<file path="src/hw/bvs_map.svh">
`ifndef BVS_MAP_SVH
`define BVS_MAP_SVH

// ==========================================================
// command and field layout
`define BVS_CMD_CODE      8'hD5
`define BVS_WR_MASK       16'hC01F
`define BVS_RSVD_MASK     16'h3FE0
`define BVS_SPARE_HI      15
`define BVS_SPARE_LO      14
`define BVS_CODE_HI       4
`define BVS_CODE_LO       0
`define BVS_WORD_RST      16'h0000

// ==========================================================
// timing: one ramp step of one dac lsb per slew period
`define BVS_CLK_NS        10
`define BVS_SLEW_STEP_NS  1000
`define BVS_SLEW_CYC      (`BVS_SLEW_STEP_NS / `BVS_CLK_NS)

// ==========================================================
// scaling: loop gain is q2.6, 64 means unity
`define BVS_GAIN_SHIFT    6

`endif

</file>
<file path="src/hw/bvs_pkg.sv">
package bvs_pkg;

  // ========================================================
  // carriers
  typedef struct packed {
    logic        write;
    logic [7:0]  code;
    logic [15:0] wdata;
  } bvs_req_s;

  typedef struct packed {
    logic        valid;
    logic        nack;
    logic [15:0] rdata;
  } bvs_resp_s;

  typedef enum logic [1:0] {MRG_NONE, MRG_HIGH, MRG_LOW} bvs_margin_e;

  typedef logic [10:0] bvs_dac_t;

endpackage : bvs_pkg

</file>
<file path="src/hw/bvs_boot_dac.sv">
`timescale 1ns/1ns
`include "bvs_map.svh"

module bvs_boot_dac
  import bvs_pkg::*;
(
  input  wire logic     clk,
  input  wire logic     sys_rst,
  input  wire logic [4:0] code,
  input  wire logic     ramp_en,
  output bvs_dac_t      target,
  output bvs_dac_t      ramp
);

  // ========================================================
  // code to dac voltage, lsb is 1/2048 v
  function automatic bvs_dac_t bvs_lut(input logic [4:0] c);
    case (c)
      5'h00:   bvs_lut = 11'h000;
      5'h01:   bvs_lut = 11'h266;
      5'h02:   bvs_lut = 11'h280;
      5'h03:   bvs_lut = 11'h29A;
      5'h04:   bvs_lut = 11'h2B4;
      5'h05:   bvs_lut = 11'h2CD;
      5'h06:   bvs_lut = 11'h2E6;
      5'h07:   bvs_lut = 11'h300;
      5'h08:   bvs_lut = 11'h31A;
      5'h09:   bvs_lut = 11'h333;
      5'h0A:   bvs_lut = 11'h34D;
      5'h0B:   bvs_lut = 11'h366;
      5'h0C:   bvs_lut = 11'h380;
      5'h0D:   bvs_lut = 11'h39A;
      5'h0E:   bvs_lut = 11'h3B4;
      5'h0F:   bvs_lut = 11'h3CD;
      5'h10:   bvs_lut = 11'h3E6;
      5'h11:   bvs_lut = 11'h400;
      5'h12:   bvs_lut = 11'h41A;
      5'h13:   bvs_lut = 11'h433;
      5'h14:   bvs_lut = 11'h44C;
      5'h15:   bvs_lut = 11'h466;
      5'h16:   bvs_lut = 11'h480;
      5'h17:   bvs_lut = 11'h49A;
      5'h18:   bvs_lut = 11'h4B4;
      5'h19:   bvs_lut = 11'h4CC;
      5'h1A:   bvs_lut = 11'h500;
      5'h1B:   bvs_lut = 11'h533;
      5'h1C:   bvs_lut = 11'h566;
      5'h1D:   bvs_lut = 11'h59A;
      5'h1E:   bvs_lut = 11'h5CC;
      default: bvs_lut = 11'h600;
    endcase
  endfunction : bvs_lut

  logic [15:0] div_ff;
  logic        tick;
  bvs_dac_t    target_ff;
  bvs_dac_t    ramp_ff;

  assign tick   = (div_ff == 16'(`BVS_SLEW_CYC - 1));
  assign target = target_ff;
  assign ramp   = ramp_ff;

  // ========================================================
  // slew divider
  always_ff @(posedge clk) begin
    if (sys_rst || tick) begin
      div_ff <= 16'h0000;
    end else begin
      div_ff <= div_ff + 16'h0001;
    end
  end

  always_ff @(posedge clk) begin
    if (sys_rst) begin
      target_ff <= 11'h000;
    end else begin
      target_ff <= bvs_lut(code);
    end
  end

  // ========================================================
  // ramp follows a target that may move mid soft-start
  always_ff @(posedge clk) begin
    if (sys_rst) begin
      ramp_ff <= 11'h000;
    end else if (ramp_en && tick) begin
      if (ramp_ff < target_ff) begin
        ramp_ff <= ramp_ff + 11'h001;
      end else if (ramp_ff > target_ff) begin
        ramp_ff <= ramp_ff - 11'h001;
      end
    end
  end
endmodule : bvs_boot_dac

</file>
<file path="src/hw/bvs_boot_reg.sv">
`timescale 1ns/1ns
`include "bvs_map.svh"

module bvs_boot_reg
  import bvs_pkg::*;
(
  input  wire logic         clk,
  input  wire logic         sys_rst,
  input  wire logic         req_valid,
  input  bvs_req_s          req,
  output bvs_resp_s         resp,
  input  wire logic         nvm_load,
  input  wire logic [15:0]  nvm_word,
  input  wire logic         in_soft_start,
  input  wire logic         cml_clr,
  input  wire logic         ivd_clr,
  input  wire logic [7:0]   loop_gain,
  input  bvs_margin_e       margin_sel,
  input  bvs_dac_t          margin_high,
  input  bvs_dac_t          margin_low,
  input  wire logic [7:0]   trim,
  output logic              status_cml,
  output logic              status_ivd,
  output logic              restored,
  output bvs_dac_t          boot_dac_voltage,
  output bvs_dac_t          dac_ramp,
  output logic [15:0]       startup_vout
);

  typedef enum logic {ST_WAIT_NVM, ST_READY} bvs_load_e;

  // ========================================================
  // request decode
  logic        hit;
  logic        bad_wr;
  logic        good_wr;
  logic [15:0] word_ff;
  bvs_resp_s   resp_ff;
  logic        cml_ff;
  logic        ivd_ff;
  bvs_load_e   load_ff;
  logic        ramp_en;
  logic [15:0] vout_ff;

  assign hit     = req_valid && (req.code == `BVS_CMD_CODE);
  assign bad_wr  = hit && req.write &&
                   ((req.wdata & `BVS_RSVD_MASK) != 16'h0000);
  // no state gate at all: writes land during soft-start too
  assign good_wr = hit && req.write && !bad_wr;

  // ========================================================
  // register word
  // nvm restore beats a bus write landing in the same cycle
  always_ff @(posedge clk) begin
    if (sys_rst) begin
      word_ff <= `BVS_WORD_RST;
    end else if (nvm_load) begin
      word_ff <= nvm_word & `BVS_WR_MASK;
    end else if (good_wr) begin
      word_ff <= req.wdata & `BVS_WR_MASK;
    end
  end

  // ========================================================
  // bus answer, one cycle after the request
  always_ff @(posedge clk) begin
    if (sys_rst) begin
      resp_ff <= '0;
    end else begin
      resp_ff.valid <= hit;
      resp_ff.nack  <= bad_wr;
      if (hit && !req.write) begin
        resp_ff.rdata <= word_ff & `BVS_WR_MASK;
      end else begin
        resp_ff.rdata <= 16'h0000;
      end
    end
  end

  assign resp = resp_ff;

  // ========================================================
  // fault flags, set beats clear
  always_ff @(posedge clk) begin
    if (sys_rst) begin
      cml_ff <= 1'b0;
    end else if (bad_wr) begin
      cml_ff <= 1'b1;
    end else if (cml_clr) begin
      cml_ff <= 1'b0;
    end
  end

  always_ff @(posedge clk) begin
    if (sys_rst) begin
      ivd_ff <= 1'b0;
    end else if (bad_wr) begin
      ivd_ff <= 1'b1;
    end else if (ivd_clr) begin
      ivd_ff <= 1'b0;
    end
  end

  assign status_cml = cml_ff;
  assign status_ivd = ivd_ff;

  // ========================================================
  // restore sequencing
  always_ff @(posedge clk) begin
    if (sys_rst) begin
      load_ff <= ST_WAIT_NVM;
    end else begin
      case (load_ff)
        ST_WAIT_NVM: begin
          if (nvm_load) begin
            load_ff <= ST_READY;
          end
        end
        ST_READY: load_ff <= ST_READY;
        default:  load_ff <= ST_WAIT_NVM;
      endcase
    end
  end

  assign restored = (load_ff == ST_READY);
  // soft-start held off until the restore has landed
  assign ramp_en  = in_soft_start && restored;

  // ========================================================
  // dac target and soft-start ramp
  bvs_boot_dac u_dac (
    .clk     (clk),
    .sys_rst (sys_rst),
    .code    (word_ff[`BVS_CODE_HI:`BVS_CODE_LO]),
    .ramp_en (ramp_en),
    .target  (boot_dac_voltage),
    .ramp    (dac_ramp)
  );

  // ========================================================
  // effective start-up voltage
  // margin replaces the target, trim is signed in dac lsb,
  // gain is the inverse of the loop divider; a wrong gain
  // from the host gives a wrong vout, nothing here checks it
  function automatic logic [15:0] bvs_vout(
    input bvs_dac_t    dac,
    input bvs_margin_e sel,
    input bvs_dac_t    hi,
    input bvs_dac_t    lo,
    input logic [7:0]  trm,
    input logic [7:0]  gain
  );
    logic signed [12:0] sum;
    logic        [11:0] pos;
    logic        [19:0] prod;
    case (sel)
      MRG_HIGH: sum = $signed({2'b00, hi});
      MRG_LOW:  sum = $signed({2'b00, lo});
      default:  sum = $signed({2'b00, dac});
    endcase
    sum  = sum + 13'($signed(trm));
    pos  = sum[12] ? 12'h000 : sum[11:0];
    prod = pos * gain;
    bvs_vout = {2'b00, prod[19:`BVS_GAIN_SHIFT]};
  endfunction : bvs_vout

  always_ff @(posedge clk) begin
    if (sys_rst) begin
      vout_ff <= 16'h0000;
    end else begin
      vout_ff <= bvs_vout(boot_dac_voltage, margin_sel, margin_high,
                          margin_low, trim, loop_gain);
    end
  end

  assign startup_vout = vout_ff;
endmodule : bvs_boot_reg

</file>
<file path="config.mk">
export PLATFORM = sky130hd
export DESIGN_NAME = bvs_boot_reg
export DESIGN_NICKNAME = d
export VERILOG_FILES = /design/src/hw/bvs_pkg.sv /design/src/hw/bvs_boot_dac.sv /design/src/hw/bvs_boot_reg.sv
export VERILOG_INCLUDE_DIRS = /design/src /design/src/hw
export SDC_FILE = /design/constraint.sdc
export NUM_CORES = 1
export LEC_CHECK = 0
export BUFFER_PORTS_ARGS = -buffer_cell sky130_fd_sc_hd__buf_2
export CAP_MARGIN = 0
export CORE_MARGIN = 2
export CORE_UTILIZATION = 45
export DETAILED_ROUTE_END_ITERATION = 16
export PLACE_DENSITY = 0.79
export SYNTH_ARGS = -nofsm -noshare
export SYNTH_HDL_FRONTEND = slang
export SYNTH_SLANG_ARGS = --single-unit
</file>
<file path="constraint.sdc">
create_clock -name clk -period 10.15 [get_ports clk]
set_input_delay 1.015 -clock clk [delete_from_list [all_inputs] [get_ports clk]]
set_output_delay 1.015 -clock clk [all_outputs]
set_load 0.005 [all_outputs]
</file>
==> results.md <==
- Status: finished clean
- Dpl ws: ~1.3 ns
- Initial DRC count: 388
- Final setup TNS: 0 ns
- Final setup fails: 0
- H-Tree Level Count: 3
- Worst setup EP type: flop
- Req. time, crit path: ~10 ns
- DR WL/cell: roughly 15 um
- Post-synth EDFFs: 0
- CTS Hold Buffers Added: 0
- Hpwl dp: 14,000 um
- Fmax achieved: between 0.1 and 0.15 GHz
- Drt pass-1 iters: 5
- Syn. warnings: 0
- Total Wirelength: 17,800 um
- Placer Congestion: 0.939
- Reg2reg setup slack: 2.83 ns
- WHS Endpoint: status_ivd
- TritonCTS clock tree: done
- Final Hold Fails: 0
- Final WS setup: ~1.6 ns
- Clock transition at the registers of the reported paths: roughly 0.050 ns
- # placed instances: 1,193
- R2r endpoint: startup_vout[11]
- ANT nets after route: 0
- CTS resizes: 0
- WP data arrival: a little under 9 ns
- P&R area growth vs syn: 13.9%
- Share of layout cells above drive strength 1: 0.158
- PwrDens: 219 nW/um^2
- CP Launch Type: input port
- CTS Buffer Depth: 2
- FF-to-FF path depth: 24
- Layout Nets: ~1,200
- Initial antenna violation count: 0
- Post-route DRC: 0
- Setup Fix Bufs, Post-CTS: 0
- Hold slack: between 0.4 and 0.5 ns
- Vias in the first global route: around 6,400
- Die Ht: 133 um
- Synth unique cells: between 50 and 60
- Hold path depth: 2
- WP buf/inv: 5
- Clk_skew: between 0.006 and 0.007 ns
- Post-DR vias/cell: about 5.4
- FP Rows: 47
- Util after Layout: 0.517
- Post-synthesis sequential area ratio: 0.191
- CTS buffer count: 9
- Initial core utilization: 0.454
- First-pass GRT wire length: a little over 30,000 um
- IO Port Bufs: 126
- Reg2reg start: u_dac.target[0]
- Seq cells post-synth: 71
- Commonest non-fill, non-tap cell in the layout: buf_2
- Worst path slowest cell: xnor2_2
- Critical path's top delay family: adder cells
- Cell Area, Synth: roughly 7400 um^2
- Max Slew Vio Count: 0
- Worst Tran Pin Value: ~1.0 ns
- Most frequent cells in the layout: buf_2 (126), inv_1 (110), nor2_1 (87), ha_1 (80), dfxtp_1 (71)
- Max-slew headroom: 0.305
- Prevailing post-synth register cell: dfxtp_1
- Syn avg cell area: 8.46 um^2
- # diodes: 0
- Final Cycle Share: 0.843
- Synthesized instance count: 881
- Grt total ovfl: 0
- Root Driver: clkbuf_16
- Critical path class: in2reg
- Die Width: roughly 130 um
- Clk_lat worst skew: between 0.3 and 0.4 ns
- RSZ-0062 raised after global routing: false
- Worst Hold Class: reg2reg
- Clock sinks: 71
- CP max stage delay: around 0.82 ns
- Max Cap Viol: 0
- Total GRT Usage: 0.211
- Core area: 16,400 um^2
- VDD IR max: about 0.17 mV
- Finished Layout Cells: between 1,000 and 1,500
- Leak: 4.33 nW
- # IOs: ~150
- Final Critical Period: 8.56 ns
- Die ar.: between 15,000 and 20,000 um^2
- Largest net degree at the start of global routing: 60
- FFs w/ async S/R, synth: 0
- Critical Path Fanout Max: 23
- HP Start: status_ivd
- Routed via count: 6,491
-- cell usage after synthesis, types with 16 or more instances --
| master | number | share of area |
|---|---|---|
| inv_1 | 110 | 0.055 |
| nor2_1 | 87 | 0.044 |
| ha_1 | 80 | 0.13 |
| dfxtp_1 | 71 | 0.19 |
| fa_1 | 61 | 0.16 |
| nand2_1 | 52 | 0.026 |
| and2_1 | 48 | 0.040 |
| a21oi_1 | 43 | 0.029 |
| clkbuf_1 | 31 | 0.016 |
| o21ai_0 | 24 | 0.016 |
| xnor2_1 | 24 | 0.028 |
| and3_1 | 22 | 0.018 |
| nand3_1 | 21 | 0.014 |
| xor2_1 | 17 | 0.020 |
| mux2i_1 | 16 | 0.021 |
-- registers in the layout (all words and copies together) (netlist names) --
register and cells:
u_dac.div_ff 16, startup_vout 14, u_dac.ramp 11, u_dac.target 11, resp 9, word_ff 7, restored 1, status_cml 1
status_ivd 1
-- final cells by class --
cell class              count  area, um^2
fillers                  1515        7920
repair buffers            128         646
clock inverters             3        43.8
multi-input cells         664        5440
flip-flops and latches     71        1420
well taps                 220         275
clock buffers              12         246
inverters                 110         413
-- worst max-delay path by stage --
stage,startpoint,end,slack [ns],depth (start not counted)
final,margin_sel[0],startup_vout[11],1.59,25
after global routing,margin_sel[0],startup_vout[13],1.03,26
after CTS,margin_sel[0],startup_vout[11],1.59,25
after detailed placement,margin_sel[0],startup_vout[11],1.26,25
after global placement,margin_sel[0],startup_vout[11],1.32,26
after floorplan,margin_sel[0],startup_vout[11],2.32,26
-- worst reg2reg max path: stages (launching register included) --
cell      delay [ns]
dfxtp_1         0.35
nand2_1         0.08
o21ai_0         0.11
ha_1            0.25
fa_1            0.43
a211oi_2        0.32
nor4_2          0.11
a211oi_4        0.35
xnor2_1         0.26
nor2_1          0.50
nand2_1         0.16
fa_1            0.55
inv_1           0.05
fa_1            0.46
fa_1            0.56
inv_1           0.06
fa_1            0.53
inv_1           0.04
ha_1            0.33
and3_1          0.19
a221oi_1        0.31
o21ai_1         0.23
a311o_1         0.43
a31oi_1         0.22
mux2_1          0.34
-- layer usage --
metal | track usage | wire length [um]
met5 | 0 | 0
met1 | 0.282 | 8070
met2 | 0.355 | 8500
met3 | 0.0245 | 905
met4 | 0.0729 | 348
-- power breakdown --
group / leakage [nW] / switching, mW / total [mW] / internal, mW
clock: 0.143 / 0.122 / 0.318 / 0.196
combinational: 3.60 / 0.707 / 1.22 / 0.508
sequential: 0.580 / 0.0163 / 0.327 / 0.311
total: 4.33 / 0.846 / 1.86 / 1.02
-- kinds of logic after synthesis --
logic type,Yosys count,synth area share
muxes,23,0.0381
DFF,71,0.191
and+or+nand+nor,293,0.197
buffers and inverters,156,0.0843
AOI/OAI and AO/OA,154,0.141
other,1,0.000503
adders and majority gates,141,0.298
xor gates and xnor gates,42,0.0504
-- through the flow --
| stage | area (um^2) | total power, mW |
|---|---|---|
| 6_report | 8480 | 1.86 |
| 5_1_grt | 8480 | 2.07 |
| 4_1_cts | 8480 | 1.88 |
| 3_5_place_dp | 8190 | 1.55 |
| 3_3_place_gp | 8190 | 1.50 |
| 2_1_floorplan | 7490 | 1.27 |
(Power assumes the default switching activity.)
